<file path="config.mk">
export PLATFORM = sky130hd
export DESIGN_NAME = spi_pin_ctrl
export DESIGN_NICKNAME = d
export VERILOG_FILES = /design/src/spi_pkg.sv /design/src/spi_pin_ctrl.sv
export SDC_FILE = /design/constraint.sdc
export NUM_CORES = 1
export LEC_CHECK = 0
export CAP_MARGIN = 20
export CORE_AREA = 2 2 103 105
export CTS_CLUSTER_DIAMETER = 100
export DETAILED_ROUTE_END_ITERATION = 7
export DIE_AREA = 0 0 105 107
export DONT_BUFFER_PORTS = 1
export PLACE_DENSITY = 0.69
export SLEW_MARGIN = 10
export SYNTH_ARGS = -nofsm -noshare
export SYNTH_HDL_FRONTEND = slang
export SYNTH_SLANG_ARGS = --single-unit
</file>
<file path="constraint.sdc">
create_clock -name CLK -period 8.2 [get_ports CLK]
set_clock_uncertainty 0.15 [all_clocks]
set_input_delay 0.82 -clock CLK [delete_from_list [all_inputs] [get_ports CLK]]
set_output_delay 0.82 -clock CLK [all_outputs]
set_load 0.02 [all_outputs]
</file>
<file path="src/spi_pkg.sv">
package spi_pkg;
  // ----------------------------------------------------------------
  // Register map: index as printed, byte address is four times it
  // ----------------------------------------------------------------
  localparam logic [7:0] IDX_CTRL = 8'h32; // Control register
  localparam logic [7:0] IDX_STAT = 8'h33; // Status and control
  localparam logic [7:0] IDX_DATA = 8'h34; // Transmit / receive data
  localparam logic [7:0] IDX_PORT = 8'h35; // Shared port control
  localparam logic [7:0] ADR_CTRL = 8'(IDX_CTRL * 4);
  localparam logic [7:0] ADR_STAT = 8'(IDX_STAT * 4);
  localparam logic [7:0] ADR_DATA = 8'(IDX_DATA * 4);
  localparam logic [7:0] ADR_PORT = 8'(IDX_PORT * 4);
  // ----------------------------------------------------------------
  // Control register fields
  // ----------------------------------------------------------------
  localparam int CB_TIE  = 0; // transmit_irq_enable
  localparam int CB_SPE  = 1; // spi_enable
  localparam int CB_WOM  = 2; // wired_or_mode
  localparam int CB_CLOCK_PHASE = 3; // clock_phase
  localparam int CB_CLOCK_POLARITY = 4; // clock_polarity
  localparam int CB_MSTR = 5; // master_select
  localparam int CB_DMA  = 6; // dma_select, reads zero
  localparam int CB_RIE  = 7; // receive_irq_enable
  localparam logic [7:0] CTRL_RST   = 8'h28; // Master, phase 1
  localparam logic [7:0] CTRL_WMASK = 8'hBF; // dma_select not stored
  // ----------------------------------------------------------------
  // Status and control register fields
  // ----------------------------------------------------------------
  localparam int SB_BAUD_SELECT_LOW   = 0; // baud_select_low
  localparam int SB_BAUD_SELECT_HIGH   = 1; // baud_select_high
  localparam int SB_FAULT_DETECT_ENABLE = 2; // fault_detect_enable
  localparam int SB_TXE    = 3; // tx_empty
  localparam int SB_MODE_FAULT   = 4; // mode_fault
  localparam int SB_OVERFLOW_FLAG   = 5; // overflow_flag
  localparam int SB_ERRIE  = 6; // Error request enable
  localparam int SB_RXF    = 7; // rx_full
  localparam logic [7:0] STAT_WMASK = 8'h47; // Writable bits
  // ----------------------------------------------------------------
  // Baud divisors (half period in system clocks) and byte length
  // ----------------------------------------------------------------
  localparam logic [7:0] BD_00 = 8'd2;
  localparam logic [7:0] BD_01 = 8'd8;
  localparam logic [7:0] BD_10 = 8'd32;
  localparam logic [7:0] BD_11 = 8'd128;
  localparam logic [3:0] LAST_BIT = 4'd7; // Eight bits, 0 to 7
  // ----------------------------------------------------------------
  // Pin indices of the shared port, bus responses, states
  // ----------------------------------------------------------------
  localparam int PIN_MISO = 0;
  localparam int PIN_MOSI = 1;
  localparam int PIN_SCK  = 2;
  localparam int PIN_SS   = 3;
  localparam logic [1:0] RESP_OKAY   = 2'b00;
  localparam logic [1:0] RESP_SLVERR = 2'b10;
  typedef enum logic {M_IDLE, M_RUN} mstate_t;
endpackage

</file>
<file path="src/spi_pin_ctrl.sv">
// Contract
// - see Wired-OR mode: pull-ups off, open drain
// - see MISO driven only by selected slave
// - see Deselected slave keeps MISO high impedance
// - see Enabled SPI owns serial pin directions
// - see Master drives clock; slave takes clock input
// - see One byte in eight clock cycles
// - see Phase 1: back-to-back bytes under select
// - see Slave always uses select as input
// - see Deselected slave ignores clock edges
// - see Master select use follows fault enable
// - see Disabled: select is general-purpose
// - see Select level readable through port register
// - see Receive request from rx_full when enabled
// - see dma_select reads zero, no effect
// - see master_select picks master or slave
// - see Idle clock level follows clock_polarity
// - see Phase and polarity time the data
// - see Clearing enable gives partial reset
// - see Transmit request from tx_empty when enabled
// - see Full, overflow, fault, empty flags
// - see Disabled: tx_empty set, transfer aborted
// - see Baud bits pick divisor 2/8/32/128
// - see Master with fault enable: low select faults
`timescale 1ns/1ps
module spi_pin_ctrl
  import spi_pkg::*;
(
  input  wire logic        CLK,
  input  wire logic        RST_N,
  input  wire logic [7:0]  AWADDR,
  input  wire logic        AWVALID,
  output logic             AWREADY,
  input  wire logic [31:0] WDATA,
  input  wire logic [3:0]  WSTRB,
  input  wire logic        WVALID,
  output logic             WREADY,
  output logic [1:0]       BRESP,
  output logic             BVALID,
  input  wire logic        BREADY,
  input  wire logic [7:0]  ARADDR,
  input  wire logic        ARVALID,
  output logic             ARREADY,
  output logic [31:0]      RDATA,
  output logic [1:0]       RRESP,
  output logic             RVALID,
  input  wire logic        RREADY,
  input  wire logic        MISO_I,
  output logic             MISO_O,
  output logic             MISO_OE,
  input  wire logic        MOSI_I,
  output logic             MOSI_O,
  output logic             MOSI_OE,
  input  wire logic        SCK_I,
  output logic             SCK_O,
  output logic             SCK_OE,
  input  wire logic        SS_N_I,
  output logic             SS_N_O,
  output logic             SS_N_OE,
  output logic             PULLUP_EN,
  output logic             RX_REQ,
  output logic             TX_REQ,
  output logic             ERR_REQ
);
  // ----------------------------------------------------------------
  // Declarations
  // ----------------------------------------------------------------
  logic [7:0]  ctrl_r;      // Control register
  logic [7:0]  stat_r;      // Writable status/control bits
  logic        txe_r;       // tx_empty
  logic        rxf_r;       // rx_full
  logic        overflow_flag_r;      // overflow_flag
  logic        mode_fault_r;      // mode_fault
  logic [2:0]  arm_r;       // Status read seen: rxf, overflow_flag, mode_fault
  logic [7:0]  txd_r;       // Transmit data register
  logic [7:0]  rxd_r;       // Receive data register
  logic [3:0]  pdir_r;      // Shared port direction
  logic [3:0]  pout_r;      // Shared port output data
  logic [3:0]  sync1_r;     // Pin synchroniser, first stage
  logic [3:0]  pin_s;       // Pin synchroniser, second stage
  logic        sck_d_r;     // Previous synced clock level
  logic        ss_d_r;      // Previous synced select level
  logic        aw_hold_r;   // Write address held
  logic        w_hold_r;    // Write data held
  logic [7:0]  aw_addr_r;   // Held write address
  logic [11:0] w_data_r;    // Held write data
  logic [1:0]  w_strb_r;    // Held byte enables
  logic [7:0]  rd_addr_r;   // Address of last read
  logic [7:0]  sh_r;        // Shift register
  logic [3:0]  cnt_r;       // Bits completed
  logic        phase_r;     // Between leading and trailing edge
  logic        samp_r;      // Sampled input bit
  logic        sbusy_r;     // Slave transfer under way
  logic [7:0]  div_r;       // Baud divider
  mstate_t     mst_r;       // Master sequencer
  logic        spi_enable, mstr, clock_polarity, clock_phase, wom, fault_detect_enable;
  logic        master_on, slave_on, slave_sel, ss_n_s;
  logic        wr_go, rd_go, wr_ctrl, wr_data, rd_stat, rd_data;
  logic        tick, lead, trail, byte_done, load, rx_in;
  logic        m_fault, s_fault, ss_gpio;
  logic [7:0]  bd, done_byte;
  logic [2:0]  s_val, s_drv;
  logic [3:0]  pin_o, pin_oe;
  logic [31:0] rd_word;

  // ----------------------------------------------------------------
  // Decoded fields
  // ----------------------------------------------------------------
  assign spi_enable       = ctrl_r[CB_SPE];
  assign mstr      = ctrl_r[CB_MSTR];
  assign clock_polarity      = ctrl_r[CB_CLOCK_POLARITY];
  assign clock_phase      = ctrl_r[CB_CLOCK_PHASE];
  assign wom       = ctrl_r[CB_WOM];
  assign fault_detect_enable    = stat_r[SB_FAULT_DETECT_ENABLE];
  assign ss_n_s    = pin_s[PIN_SS];
  assign master_on = spi_enable && mstr;
  assign slave_on  = spi_enable && !mstr;
  assign slave_sel = slave_on && !ss_n_s;

  // ----------------------------------------------------------------
  // Pin synchronisers
  // ----------------------------------------------------------------
  // Two flops on every pin before any logic reads it
  always_ff @(posedge CLK)
  begin
    if (!RST_N)
    begin
      sync1_r <= 4'h0;
      pin_s   <= 4'h0;
    end
    else
    begin
      sync1_r <= {SS_N_I, SCK_I, MOSI_I, MISO_I};
      pin_s   <= sync1_r;
    end
  end

  // Edge history of clock and select
  always_ff @(posedge CLK)
  begin
    if (!RST_N)
    begin
      sck_d_r <= 1'b0;
      ss_d_r  <= 1'b1;
    end
    else
    begin
      sck_d_r <= pin_s[PIN_SCK];
      ss_d_r  <= ss_n_s;
    end
  end

  // ----------------------------------------------------------------
  // AXI4-Lite slave
  // ----------------------------------------------------------------
  assign AWREADY = !aw_hold_r && !BVALID;
  assign WREADY  = !w_hold_r && !BVALID;
  assign ARREADY = !RVALID;
  assign wr_go   = aw_hold_r && w_hold_r;
  assign rd_go   = ARVALID && ARREADY;
  assign wr_ctrl = wr_go && aw_addr_r == ADR_CTRL && w_strb_r[0];
  assign wr_data = wr_go && aw_addr_r == ADR_DATA && w_strb_r[0];
  assign rd_stat = rd_go && ARADDR == ADR_STAT;
  assign rd_data = rd_go && ARADDR == ADR_DATA;

  // Write channel: address and data in either order
  always_ff @(posedge CLK)
  begin
    if (!RST_N)
    begin
      aw_hold_r <= 1'b0;
      w_hold_r  <= 1'b0;
      aw_addr_r <= 8'h00;
      w_data_r  <= 12'h000;
      w_strb_r  <= 2'b00;
      BVALID    <= 1'b0;
      BRESP     <= RESP_OKAY;
    end
    else
    begin
      if (AWVALID && AWREADY)
      begin
        aw_hold_r <= 1'b1;
        aw_addr_r <= AWADDR;
      end
      if (WVALID && WREADY)
      begin
        w_hold_r <= 1'b1;
        w_data_r <= WDATA[11:0];
        w_strb_r <= WSTRB[1:0];
      end
      if (wr_go)
      begin
        aw_hold_r <= 1'b0;
        w_hold_r  <= 1'b0;
        BVALID    <= 1'b1;
        // Unmapped address answers with a slave error
        BRESP <= (aw_addr_r inside {ADR_CTRL, ADR_STAT, ADR_DATA,
                  ADR_PORT}) ? RESP_OKAY : RESP_SLVERR;
      end
      else if (BVALID && BREADY)
        BVALID <= 1'b0;
    end
  end

  // Read data multiplexer
  always_comb
  begin
    rd_word = 32'h0000_0000;
    case (ARADDR)
      ADR_CTRL: rd_word[7:0] = ctrl_r;
      ADR_STAT: rd_word[7:0] = {rxf_r, stat_r[SB_ERRIE], overflow_flag_r,
                                mode_fault_r, txe_r, stat_r[2:0]};
      ADR_DATA: rd_word[7:0] = rxd_r;
      // Pin levels always visible, select among them
      ADR_PORT: rd_word = {12'h000, pin_s, 4'h0, pout_r, 4'h0,
                           pdir_r};
      default:  rd_word = 32'h0000_0000;
    endcase
  end

  // Read channel: answer one cycle after the address is taken
  always_ff @(posedge CLK)
  begin
    if (!RST_N)
    begin
      RVALID    <= 1'b0;
      RDATA     <= 32'h0000_0000;
      RRESP     <= RESP_OKAY;
      rd_addr_r <= 8'h00;
    end
    else if (rd_go)
    begin
      RVALID    <= 1'b1;
      RDATA     <= rd_word;
      rd_addr_r <= ARADDR;
      RRESP     <= (ARADDR inside {ADR_CTRL, ADR_STAT, ADR_DATA,
                    ADR_PORT}) ? RESP_OKAY : RESP_SLVERR;
    end
    else if (RVALID && RREADY)
      RVALID <= 1'b0;
  end

  // ----------------------------------------------------------------
  // Configuration registers
  // ----------------------------------------------------------------
  // Control register; a master mode fault drops the enable
  always_ff @(posedge CLK)
  begin
    if (!RST_N)
      ctrl_r <= CTRL_RST;
    else if (m_fault)
      ctrl_r[CB_SPE] <= 1'b0;
    else if (wr_ctrl)
      ctrl_r <= w_data_r[7:0] & CTRL_WMASK;
  end

  // Status writable bits and shared port control
  always_ff @(posedge CLK)
  begin
    if (!RST_N)
    begin
      stat_r <= 8'h00;
      pdir_r <= 4'h0;
      pout_r <= 4'h0;
    end
    else if (wr_go)
    begin
      if (aw_addr_r == ADR_STAT && w_strb_r[0])
        stat_r <= w_data_r[7:0] & STAT_WMASK;
      if (aw_addr_r == ADR_PORT && w_strb_r[0])
        pdir_r <= w_data_r[3:0];
      if (aw_addr_r == ADR_PORT && w_strb_r[1])
        pout_r <= w_data_r[11:8];
    end
  end

  // ----------------------------------------------------------------
  // Baud divider and master sequencer
  // ----------------------------------------------------------------
  // Half period in system clocks from the two baud bits
  always_comb
  begin
    case (stat_r[SB_BAUD_SELECT_HIGH:SB_BAUD_SELECT_LOW])
      2'b00:   bd = BD_00;
      2'b01:   bd = BD_01;
      2'b10:   bd = BD_10;
      default: bd = BD_11;
    endcase
  end

  assign tick = master_on && mst_r == M_RUN && div_r == bd - 8'd1;
  assign load = !phase_r && cnt_r == 4'd0 && !txe_r &&
                ((master_on && mst_r == M_IDLE) ||
                 (slave_on && !sbusy_r));

  // Master runs from load until the eighth trailing edge
  always_ff @(posedge CLK)
  begin
    if (!RST_N || !master_on)
    begin
      mst_r <= M_IDLE;
      div_r <= 8'h00;
    end
    else
    begin
      case (mst_r)
        M_IDLE:
        begin
          div_r <= 8'h00;
          if (load)
            mst_r <= M_RUN;
        end
        M_RUN:
        begin
          div_r <= tick ? 8'h00 : div_r + 8'd1;
          if (byte_done)
            mst_r <= M_IDLE;
        end
        default: mst_r <= M_IDLE;
      endcase
    end
  end

  // ----------------------------------------------------------------
  // Edge events and shift engine
  // ----------------------------------------------------------------
  // Leading edge leaves the idle level, trailing edge returns to it
  assign lead  = (tick && !phase_r) || (slave_sel &&
                 pin_s[PIN_SCK] != sck_d_r && pin_s[PIN_SCK] != clock_polarity);
  assign trail = (tick && phase_r) || (slave_sel &&
                 pin_s[PIN_SCK] != sck_d_r && pin_s[PIN_SCK] == clock_polarity);
  assign rx_in = mstr ? pin_s[PIN_MISO] : pin_s[PIN_MOSI];
  assign byte_done = trail && cnt_r == LAST_BIT;
  assign done_byte = {sh_r[6:0], clock_phase ? rx_in : samp_r};

  // Phase 0 samples on lead, phase 1 shifts on lead
  always_ff @(posedge CLK)
  begin
    if (!RST_N || !spi_enable)
    begin
      sh_r    <= 8'h00;
      cnt_r   <= 4'd0;
      phase_r <= 1'b0;
      samp_r  <= 1'b0;
    end
    else if (slave_on && ss_n_s)
    begin
      cnt_r   <= 4'd0;
      phase_r <= 1'b0;
    end
    else if (load)
      sh_r <= txd_r;
    else if (lead)
    begin
      phase_r <= 1'b1;
      if (!clock_phase)
        samp_r <= rx_in;
      else if (cnt_r != 4'd0)
        sh_r <= {sh_r[6:0], samp_r};
    end
    else if (trail)
    begin
      phase_r <= 1'b0;
      cnt_r   <= byte_done ? 4'd0 : cnt_r + 4'd1;
      if (clock_phase)
        samp_r <= rx_in;
      else
        sh_r <= {sh_r[6:0], samp_r};
    end
  end

  // Slave transfer span: phase 0 from select fall, phase 1 from lead
  always_ff @(posedge CLK)
  begin
    if (!RST_N || !slave_on || ss_n_s)
      sbusy_r <= 1'b0;
    else if (byte_done)
      sbusy_r <= 1'b0;
    else if (clock_phase ? lead : ss_d_r)
      sbusy_r <= 1'b1;
  end

  // ----------------------------------------------------------------
  // Status flags
  // ----------------------------------------------------------------
  assign m_fault = master_on && fault_detect_enable && !ss_n_s;
  assign s_fault = slave_on && fault_detect_enable && ss_n_s && sbusy_r;

  // Flags: a set in the same cycle as its clear wins
  always_ff @(posedge CLK)
  begin
    if (!RST_N)
    begin
      txe_r  <= 1'b1;
      rxf_r  <= 1'b0;
      overflow_flag_r <= 1'b0;
      mode_fault_r <= 1'b0;
      arm_r  <= 3'b000;
      txd_r  <= 8'h00;
      rxd_r  <= 8'h00;
    end
    else
    begin
      if (rd_stat)
        arm_r <= {rxf_r, overflow_flag_r, mode_fault_r};
      if (wr_data)
        txd_r <= w_data_r[7:0];
      if (!spi_enable || load)
        txe_r <= 1'b1;
      else if (wr_data)
        txe_r <= 1'b0;
      if (byte_done && !rxf_r)
      begin
        rxf_r <= 1'b1;
        rxd_r <= done_byte;
      end
      else if (rd_data && arm_r[2])
        rxf_r <= 1'b0;
      if (byte_done && rxf_r)
        overflow_flag_r <= 1'b1;
      else if (rd_data && arm_r[1])
        overflow_flag_r <= 1'b0;
      if (m_fault || s_fault)
        mode_fault_r <= 1'b1;
      else if (wr_ctrl && arm_r[0])
        mode_fault_r <= 1'b0;
    end
  end

  // Request outputs
  always_ff @(posedge CLK)
  begin
    if (!RST_N)
    begin
      RX_REQ  <= 1'b0;
      TX_REQ  <= 1'b0;
      ERR_REQ <= 1'b0;
    end
    else
    begin
      RX_REQ  <= ctrl_r[CB_RIE] && rxf_r;
      TX_REQ  <= ctrl_r[CB_TIE] && txe_r && spi_enable;
      ERR_REQ <= stat_r[SB_ERRIE] && (overflow_flag_r || mode_fault_r);
    end
  end

  // ----------------------------------------------------------------
  // Pin steering
  // ----------------------------------------------------------------
  assign ss_gpio = !spi_enable || (mstr && !fault_detect_enable);
  assign s_val = {clock_polarity ^ phase_r, sh_r[7], sh_r[7]};
  assign s_drv = {master_on, master_on, slave_sel};

  // Port owns pins while disabled; enabled SPI owns serial pins
  always_comb
  begin
    pin_o  = pout_r;
    pin_oe = pdir_r;
    if (spi_enable)
    begin
      for (int i = 0; i < 3; i++)
      begin
        pin_o[i]  = wom ? 1'b0 : s_val[i];
        pin_oe[i] = wom ? (s_drv[i] && !s_val[i]) : s_drv[i];
      end
    end
    if (!ss_gpio)
      pin_oe[PIN_SS] = 1'b0;
  end

  assign MISO_O    = pin_o[PIN_MISO];
  assign MISO_OE   = pin_oe[PIN_MISO];
  assign MOSI_O    = pin_o[PIN_MOSI];
  assign MOSI_OE   = pin_oe[PIN_MOSI];
  assign SCK_O     = pin_o[PIN_SCK];
  assign SCK_OE    = pin_oe[PIN_SCK];
  assign SS_N_O    = pin_o[PIN_SS];
  assign SS_N_OE   = pin_oe[PIN_SS];
  assign PULLUP_EN = !wom;
endmodule

</file>
==> results of run 1 <==
-- worst register-to-register path, cell delays in order (launching register included) --
cell	delay, ns
dfxtp_1	0.49
or2b_2	0.33
ha_1	0.28
xnor2_1	0.16
nor4_4	0.36
o211ai_2	0.23
a2111o_1	0.74
nand3_1	0.22
o21ai_2	0.08
-- path summary, 6_finish.rpt --
path | startpoint | to | cells past startpoint
worst min register to register | sync1_r[0] | pin_s[0] | 1
worst max register to register | stat_r[0] | rxd_r[2] | 8
worst min-delay path | RST_N | ctrl_r[3] | 1
worst max-delay path | stat_r[0] | rxd_r[2] | 8
-- flip-flops by register name, summed over array words and instances (netlist names), 7 cells and up --
name	count
ctrl_r	7
RDATA	16
div_r	8
aw_addr_r	8
sh_r	8
rxd_r	8
w_data_r	12
txd_r	8
-- cell type report --
cell class                 instances  area share [%]
sequential                       123            41.0
clock buffer                      18            7.12
tap                              136            2.83
inverter                          11           0.687
clock inverter                    14            2.62
multi-input combinational        438            45.7
-- power by group through the flow --
stage / Sequential (µW) / Combinational (µW) / Clock, µW
2_1_floorplan: 630 / 48.8 / 0
3_3_place_gp: 633 / 40.8 / 0
3_5_place_dp: 634 / 42.0 / 0
4_1_cts: 621 / 42.2 / 749
5_1_grt: 622 / 46.9 / 778
6_report: 621 / 41.9 / 740
-- kinds of logic after synthesis --
logic type	after synthesis	share of synthesized area [%]
AO/OA/AOI/OAI	128	17.6
XOR/XNOR	10	1.61
adder cells (fa/ha/maj)	4	0.918
buffers and inverters	61	5.58
flip-flops	123	45.2
multiplexers	32	5.88
other	1	0.0688
AND/OR/NAND/NOR	246	23.2
-- metal layers --
metal / global-route usage, % / vias up / wire (µm)
met1: 27.3 / 1925 / 5350
met3: 7.05 / 8 / 727
li1: - / 2051 / -
met4: 8.19 / 0 / 128
met5: 0 / - / 0
met2: 37.1 / 102 / 5970
-- synth_stat cells, types with 7 or more instances --
library cell / instances
a21boi_0: 38
a22oi_1: 18
a21oi_1: 12
clkbuf_1: 31
o2bb2ai_1: 8
buf_4: 18
mux2i_1: 32
nor3b_1: 7
nor2_1: 25
nand2_1: 90
o21ai_0: 13
and2_1: 16
and3_1: 7
o21ai_2: 8
dfxtp_1: 123
nand2b_1: 12
nand3_1: 31
inv_1: 11
nor2b_1: 33
-- metrics by stage --
step	hold WS, ns	total power [µW]	std cells	worst slack, ns	instance area [µm²]
CTS	0.206	1410	740	5.03	6010
global placement	0.264	674	708	5.11	5420
detailed placement	0.269	676	708	5.06	5420
finish	0.234	1400	740	5.01	6010
global route	0.221	1450	740	4.88	6010
floorplan	0.262	679	622	5.52	5510
==> results.sh, run 1 <==
export IMPL_status="completed"
export IMPL_p_sw_share_pct=23.7
export IMPL_power_switching_uw=332
export IMPL_via_per_inst=5.52
export IMPL_post_route_min_period_ns=3.19
export IMPL_grt_pass1_vias=3943
export IMPL_yosysSeqAreaShare_pct=45.2
export IMPL_tritoncts="yes"
export IMPL_final_common_cell="dfxtp_1"
export IMPL_wl_mm=12.2
export IMPL_dpl_hpwl_mm=8.26
export IMPL_power_density_nw_per_um2=234
export IMPL_coreArea_um2=10100
export IMPL_yosys_area_top_type_share_pct=45.2
export IMPL_final_cell_mix="dfxtp_1 (123), nand2_1 (90), a21boi_0 (38), nor2b_1 (33), mux2i_1 (32)"
export IMPL_cts_repair_resized=0
export IMPL_ant_nets=0
export IMPL_critPathKind="flip-flop to flip-flop"
export IMPL_hold_buffers=0
export IMPL_wl_per_cell_um=16.5
export IMPL_cts_root_buffer="clkbuf_8"
export IMPL_drv_slew=0
export IMPL_drc=0
export IMPL_hold_class="input port to flip-flop"
export IMPL_cts_setup_buffers=0
export IMPL_fillCellCount=889
export IMPL_num_antenna_cells=0
export IMPL_antenna_found_initial=0
export IMPL_chipHeight_um=107
export IMPL_synth_flop_cell="dfxtp_1"
export IMPL_relSlewSlack_pct=37.1
export IMPL_p_leak_uw=0.00220
export IMPL_yosysTopAreaCell="dfxtp_1"
export IMPL_regToRegSetupSlack_ns=5.01
export IMPL_rsz0062_at_grt="no"
export IMPL_synthTopCellsByArea="dfxtp_1 (45%), nand2_1 (6.2%), mux2i_1 (5.9%)"
export IMPL_fin_util_pct=59.5
export IMPL_first_pass_iters=5
export IMPL_setup_tns_ns=0
export IMPL_pin_count=116
export IMPL_syn_instance_count=605
export IMPL_hold_viol_final=0
export IMPL_area_growth_pct=10.2
export IMPL_die_area_um2=11200
export IMPL_p_seq_share_pct=44.2
export IMPL_synth_distinct_cells=56
export IMPL_track_usage_pct=22.4
export IMPL_htree_levels=4
export IMPL_cap_viol_max_count=0
export IMPL_worstSkewPairLatency_ns=0.53
export IMPL_drive_gt1_share_pct=8.44
export IMPL_pwr_share_comb_pct=3.0
export IMPL_path_cells="or2b_2, ha_1, xnor2_1, nor4_4, o211ai_2, a2111o_1, nand3_1, o21ai_2"
export IMPL_clock_power_share_pct=52.8
export IMPL_crit_path_end_kind="flip-flop"
export IMPL_row_count=37
export IMPL_multiInputGateArea_um2=2750
export IMPL_syn_area_um2=5450
export IMPL_timing_fmax_mhz=314
export IMPL_synth_warnings=0
export IMPL_numClockSinks=123
export IMPL_async_reset_ff_share_pct=0
export IMPL_vdd_drop_max_uv=172
export IMPL_setup_viol=0
export IMPL_gp_congestion=0.792
export IMPL_power_internal_uw=1070
export IMPL_clk_pin_slew_ns=0.06
export IMPL_cts_buffers_inserted=17
export IMPL_initial_core_util_pct=54.0
export IMPL_clockBufferDepth=2
export IMPL_cp_num_buf_inv=0
export IMPL_chipWidth_um=105
export IMPL_critical_path_top_delay_family="compound AO/OA/AOI/OAI gates"
export IMPL_vias=4086
export IMPL_max_slew_worst_pin_slew_ns=0.942
export IMPL_drt_initial_drc_count=271
export IMPL_critPathMaxFanout=17
export IMPL_grt_pass1_wl_mm=19.8
export IMPL_synth_seq_cells=123
export IMPL_syn_mean_instance_area_um2=9.01
export IMPL_fin_crit_sh_pct=38.8
export IMPL_grt_overflow=0
export IMPL_portBuffers=0
export IMPL_startpoint_type="flip-flop"
export IMPL_grt_start_max_net_pins=109
export IMPL_slowest_delay_ns=0.74
export IMPL_arrival_ns=3.41
export IMPL_synth_edf_count=0
export IMPL_nets=658
export IMPL_seqCellArea_um2=2460
export IMPL_slowest_stage="a2111o_1"
export IMPL_cp_required_ns=8.42
Note: power is estimated with default switching activity, not from simulation.
==> inputs of run 2 (changes only) <==
--- a/config.mk
+++ b/config.mk
@@ -11,7 +11,7 @@
 export DETAILED_ROUTE_END_ITERATION = 7
 export DIE_AREA = 0 0 105 107
 export DONT_BUFFER_PORTS = 1
-export PLACE_DENSITY = 0.69
+export PLACE_DENSITY = 0.72
 export SLEW_MARGIN = 10
 export SYNTH_ARGS = -nofsm -noshare
 export SYNTH_HDL_FRONTEND = slang
==> constraint.sdc (replaced) <==
create_clock -name CLK -period 2.8 [get_ports CLK]
set_clock_uncertainty 0.15 [all_clocks]
set_input_delay 0.28 -clock CLK [delete_from_list [all_inputs] [get_ports CLK]]
set_output_delay 0.28 -clock CLK [all_outputs]
set_load 0.02 [all_outputs]
==> results.sh, run 2 (same netlist as run 1, synthesis figures left out) <==
export IMPL_regMostFlops="RDATA"
export IMPL_fin_crit_sh_pct=93.3
export IMPL_initial_core_util_pct=54.0
export IMPL_worstSkewPairLatency_ns=0.52
export IMPL_startpoint_type="flip-flop"
export IMPL_htree_levels=4
export IMPL_ant_nets=0
export IMPL_vdd_drop_max_uv=431
export IMPL_area_growth_pct=18.8
export IMPL_largest_reg_flops=16
export IMPL_hold_class="input port to flip-flop"
export IMPL_rsz0062_at_grt="no"
export IMPL_fin_util_pct=64.2
export IMPL_critPathKind="flip-flop to flip-flop"
export IMPL_num_antenna_cells=0
export IMPL_status="completed"
export IMPL_drc=0
export IMPL_first_pass_iters=6
export IMPL_cts_buffers_inserted=17
export IMPL_critPathMaxFanout=8
export IMPL_reg_largest_list="RDATA x16, w_data_r x12"
export IMPL_wl_mm=12.8
export IMPL_cap_viol_max_count=0
export IMPL_row_count=37
export IMPL_pwr_share_comb_pct=4.6
export IMPL_numClockSinks=123
export IMPL_final_cell_mix="dfxtp_1 (122), nand2_1 (90), a21boi_0 (38), dlygate4sd3_1 (35), nor2b_1 (33)"
export IMPL_crit_path_end_kind="flip-flop"
export IMPL_vias=4324
export IMPL_cts_setup_buffers=0
export IMPL_grt_start_max_net_pins=108
export IMPL_arrival_ns=2.90
export IMPL_wl_per_cell_um=16.2
export IMPL_coreArea_um2=10100
export IMPL_clockBufferDepth=2
export IMPL_chipWidth_um=105
export IMPL_post_route_min_period_ns=2.61
export IMPL_grt_pass1_wl_mm=21.3
export IMPL_chipHeight_um=107
export IMPL_p_sw_share_pct=24.5
export IMPL_pin_count=116
export IMPL_dpl_hpwl_mm=8.58
export IMPL_timing_fmax_mhz=383
export IMPL_die_area_um2=11200
export IMPL_portBuffers=0
export IMPL_power_switching_uw=998
export IMPL_nets=707
export IMPL_clk_pin_slew_ns=0.06
export IMPL_setup_viol=0
export IMPL_tritoncts="yes"
export IMPL_drive_gt1_share_pct=10.3
export IMPL_gp_congestion=0.831
export IMPL_max_slew_worst_pin_slew_ns=0.749
export IMPL_drt_initial_drc_count=316
export IMPL_via_per_inst=5.48
export IMPL_clock_power_share_pct=50.8
export IMPL_relSlewSlack_pct=49.6
export IMPL_grt_overflow=0
export IMPL_cts_root_buffer="clkbuf_8"
export IMPL_final_common_cell="dfxtp_1"
export IMPL_hold_viol_final=0
export IMPL_track_usage_pct=24.0
export IMPL_cp_required_ns=3.09
export IMPL_drv_slew=0
export IMPL_power_density_nw_per_um2=630
export IMPL_p_leak_uw=0.00242
export IMPL_antenna_found_initial=0
export IMPL_power_internal_uw=3080
export IMPL_p_seq_share_pct=44.6
export IMPL_hold_worst_slack_ns=0.0162
export IMPL_setup_tns_ns=0
export IMPL_grt_pass1_vias=4290
==> run 2: cell count changes in the layout (fill, tap and decap cells not counted), sizes merged <==
cell	before	now
buf	0	14
bufinv	2	1
clkinv	6	4
clkinvlp	0	4
dlygate4sd3	0	35
inv	17	16
==> run 2: per-stage QoR <==
stage               setup slack, ns  total power [µW]  area [µm²]  cells
finish                        0.188              4080        6480    789
global route                 0.0543              4210        6480    789
CTS                          0.0469              4090        6470    789
detailed placement           0.0796              1980        5530    721
global placement              0.125              1980        5530    721
floorplan                     0.116              1990        5510    622
==> run 2: power by group through the flow <==
| stage | clock network, µW | logic [µW] | registers, µW |
|---|---|---|---|
| finish | 2070 | 189 | 1820 |
| global route | 2170 | 209 | 1820 |
| CTS | 2080 | 187 | 1820 |
| detailed placement | 0 | 127 | 1860 |
| global placement | 0 | 122 | 1860 |
| floorplan | 0 | 143 | 1850 |
==> run 2: timing repair <==
action,4_1_cts,5_1_grt
hold buffers,36,0
gates resized for setup,0,2
setup endpoints to repair,0,11
hold endpoints to repair,99,0
==> run 2: layout make-up <==
cell class              count  area (µm²)
inverters                  11        41.3
clock inverters            14         138
clock buffers              18         428
repair buffers             49         488
multi-input cells         438        2750
fillers                   852        3610
well taps                 136         170
flip-flops and latches    123        2460
==> run 2: layer usage <==
metal	wire, µm	vias up	track usage [%]	share of wire, %
met5	0	-	0	0
met4	270	0	9.05	2.1
met3	625	20	6.14	4.9
met2	6290	123	41.1	49
met1	5630	2039	29.1	44
li1	-	2142	-	-
==> run 2: critical path, cell delays in order, from the launching register on <==
cell and delay [ns]:
dfxtp_1 0.38, or2_2 0.31, ha_1 0.31, xnor2_1 0.17, nor4_4 0.20, o211ai_2 0.19, a21o_1 0.22, or4_1 0.50
a21oi_1 0.13
==> run 2: final timing paths <==
| kind | start | slack [ns] | depth (start not counted) | end |
|---|---|---|---|---|
| min | RST_N | 0.02 | 3 | mst_r |
| min reg2reg | sync1_r[2] | 0.28 | 1 | pin_s[2] |
| max reg2reg | stat_r[1] | 0.19 | 8 | cnt_r[3] |
| max | stat_r[1] | 0.19 | 8 | cnt_r[3] |
==> inputs of run 3 (changes only) <==
--- a/config.mk
+++ b/config.mk
@@ -5,11 +5,12 @@
 export SDC_FILE = /design/constraint.sdc
 export NUM_CORES = 1
 export LEC_CHECK = 0
+export ABC_AREA = 1
 export CAP_MARGIN = 20
-export CORE_AREA = 2 2 103 105
+export CORE_AREA = 2 2 102 104
 export CTS_CLUSTER_DIAMETER = 100
 export DETAILED_ROUTE_END_ITERATION = 7
-export DIE_AREA = 0 0 105 107
+export DIE_AREA = 0 0 104 106
 export DONT_BUFFER_PORTS = 1
 export PLACE_DENSITY = 0.72
 export SLEW_MARGIN = 10
==> results.sh, run 3 <==
export IMPL_fin_util_pct=63.0
export IMPL_vias=4916
export IMPL_wl_per_cell_um=14.7
export IMPL_via_per_inst=5.41
export IMPL_relSlewSlack_pct=50.8
export IMPL_grt_start_max_net_pins=83
export IMPL_die_area_um2=11000
export IMPL_clockBufferDepth=2
export IMPL_vdd_drop_max_uv=491
export IMPL_syn_mean_instance_area_um2=7.32
export IMPL_yosys_area_top_type_share_pct=46.0
export IMPL_cts_buffers_inserted=17
export IMPL_power_internal_uw=3190
export IMPL_grt_pass1_wl_mm=22.1
export IMPL_rsz0062_at_grt="no"
export IMPL_max_slew_worst_pin_slew_ns=0.730
export IMPL_chipWidth_um=104
export IMPL_track_usage_pct=25.0
export IMPL_antenna_found_initial=0
export IMPL_min_to="RDATA[7]"
export IMPL_hold_class="input port to flip-flop"
export IMPL_first_pass_iters=5
export IMPL_htree_levels=4
export IMPL_rr_startpoint="stat_r[1]"
export IMPL_grt_overflow=0
export IMPL_post_route_min_period_ns=2.39
export IMPL_hold_buffers=33
export IMPL_ant_nets=0
export IMPL_regToRegSetupSlack_ns=0.45
export IMPL_worstSkewPairLatency_ns=0.52
export IMPL_synth_most_common_cell="nand2_1"
export IMPL_hold_viol_final=0
export IMPL_synth_warnings=0
export IMPL_clk_pin_slew_ns=0.07
export IMPL_synth_compound_area_share_pct=17.9
export IMPL_dp_cells=843
export IMPL_critPathMaxFanout=13
export IMPL_yosysTopAreaCell="dfxtp_1"
export IMPL_syn_area_um2=5350
export IMPL_synthMuxAreaShare_pct=0
export IMPL_num_antenna_cells=0
export IMPL_coreArea_um2=10000
export IMPL_synth_xor_area_share_pct=0.983
export IMPL_grt_pass1_vias=4813
export IMPL_gp_congestion=0.907
export IMPL_drive_gt1_share_pct=7.25
export IMPL_synth_seq_cells=123
export IMPL_synth_edf_count=0
export IMPL_cts_root_buffer="clkbuf_8"
export IMPL_power_density_nw_per_um2=678
export IMPL_setup_viol=0
export IMPL_place_ws_ns=0.478
export IMPL_synth_top_family_by_area="simple AND/OR/NAND/NOR gates"
export IMPL_status="completed"
export IMPL_startpoint_type="flip-flop"
export IMPL_synth_distinct_cells=36
export IMPL_critPathKind="flip-flop to output pin"
export IMPL_crit_path_end_kind="output pin"
export IMPL_yosysSeqAreaShare_pct=46.0
export IMPL_dpl_hpwl_mm=9.24
export IMPL_final_cell_mix="nand2_1 (125), dfxtp_1 (123), inv_1 (98), nor2_1 (81), o21ai_0 (80)"
export IMPL_min_path_cells=3
export IMPL_reg2reg_depth=15
export IMPL_finalPower_uw=4270
export IMPL_nets=826
export IMPL_stdcell_count=908
export IMPL_wl_mm=13.3
export IMPL_synthTopCellsByArea="dfxtp_1 (46%), nand2_1 (8.8%), o21ai_0 (7.5%)"
export IMPL_drc=0
export IMPL_clock_power_share_pct=51.2
export IMPL_initial_core_util_pct=53.5
export IMPL_cap_viol_max_count=0
export IMPL_power_switching_uw=1090
export IMPL_drt_initial_drc_count=354
export IMPL_arrival_ns=1.96
export IMPL_tritoncts="yes"
export IMPL_timing_fmax_mhz=418
export IMPL_async_reset_ff_share_pct=0
export IMPL_final_common_cell="nand2_1"
export IMPL_p_seq_share_pct=43.5
export IMPL_pin_count=116
export IMPL_p_sw_share_pct=25.4
export IMPL_largest_reg_flops=16
export IMPL_synth_simple_area_share_pct=22.3
export IMPL_chipHeight_um=106
export IMPL_area_growth_pct=17.9
export IMPL_setup_tns_ns=0
export IMPL_cts_repair_resized=0
export IMPL_fin_ws_ns=0.406
export IMPL_synthAdderAreaFrac_pct=0.936
export IMPL_synth_flop_cell="dfxtp_1"
export IMPL_cts_setup_buffers=0
export IMPL_p_leak_uw=0.00254
export IMPL_synth_common_cells="nand2_1 (125), dfxtp_1 (123), inv_1 (98), nor2_1 (81), o21ai_0 (80)"
export IMPL_regMostFlops="RDATA"
export IMPL_reg_largest_list="RDATA x16, w_data_r x12"
export IMPL_drv_slew=0
export IMPL_cp_required_ns=2.37
export IMPL_hp_start="ARVALID"
export IMPL_timing_rr_end="sh_r[0]"
export IMPL_portBuffers=0
export IMPL_fin_crit_sh_pct=85.5
export IMPL_row_count=37
export IMPL_pwr_share_comb_pct=5.2
export IMPL_syn_instance_count=731
export IMPL_numClockSinks=123
## run 3: changes by cell type in the layout (fill, tap and decap cells not counted), moves of 35 or more
cell and change:
inv_1 +87, o21ai_0 +67, a21oi_1 +62, nor2_1 +56, a21boi_0 -38, nand2_1 +35
## run 3: logic make-up (layout without fill, tap and decap cells)
| family | Yosys count | after routing |
|---|---|---|
| and+or+nand+nor | 269 | 269 |
| DFF | 123 | 123 |
| adders and majority gates | 4 | 4 |
| buffers and inverters | 146 | 170 |
| AOI/OAI and AO/OA | 182 | 182 |
| other | 1 | 18 |
| xor gates and xnor gates | 6 | 6 |
## run 3: routing by layer
layer,wire [µm],GRT usage (%),up-vias
li1,-,-,2397
met1,5610,29.3,2294
met2,6400,43.1,186
met3,770,5.46,39
met4,552,13.2,0
met5,0,0,-
## run 3: how the worst max path moves through the flow
| stage | startpoint | endpoint | slack (ns) | depth (start not counted) |
|---|---|---|---|---|
| floorplan | stat_r[1] | sh_r[7] | 0.80 | 15 |
| finish | ctrl_r[1] | MISO_OE | 0.41 | 4 |
| detailed placement | stat_r[1] | sh_r[0] | 0.48 | 15 |
| CTS | ctrl_r[1] | MISO_OE | 0.40 | 4 |
| global placement | stat_r[1] | rxd_r[6] | 0.55 | 13 |
| global route | ctrl_r[1] | rxd_r[4] | 0.23 | 9 |
## run 3: per-stage QoR
step	area, µm²	hold slack (ns)
6_report	6300	0.0384
3_5_place_dp	5360	0.214
2_1_floorplan	5410	0.228
3_3_place_gp	5360	0.213
4_1_cts	6300	0.0337
5_1_grt	6300	0.0833
## run 3: area by class of cell
cell class              count  area (µm²)
clock buffers              17         414
clock inverters            15         180
fillers                   854        3700
inverters                 102         383
multi-input cells         479        2320
flip-flops and latches    123        2460
well taps                 136         170
repair buffers             36         370
## run 3: worst max-delay path, stage by stage, from the launching register on
cell	delay (ns)
dfxtp_1	0.57
inv_1	0.16
nor2_4	0.17
nand2_1	0.10
o22ai_1	0.45
## run 3: power groups by stage
stage	registers (µW)	logic, µW	clock network [µW]
2_1_floorplan	1880	171	0
4_1_cts	1860	217	2210
3_5_place_dp	1900	164	0
5_1_grt	1860	254	2280
3_3_place_gp	1890	158	0
6_report	1860	224	2190
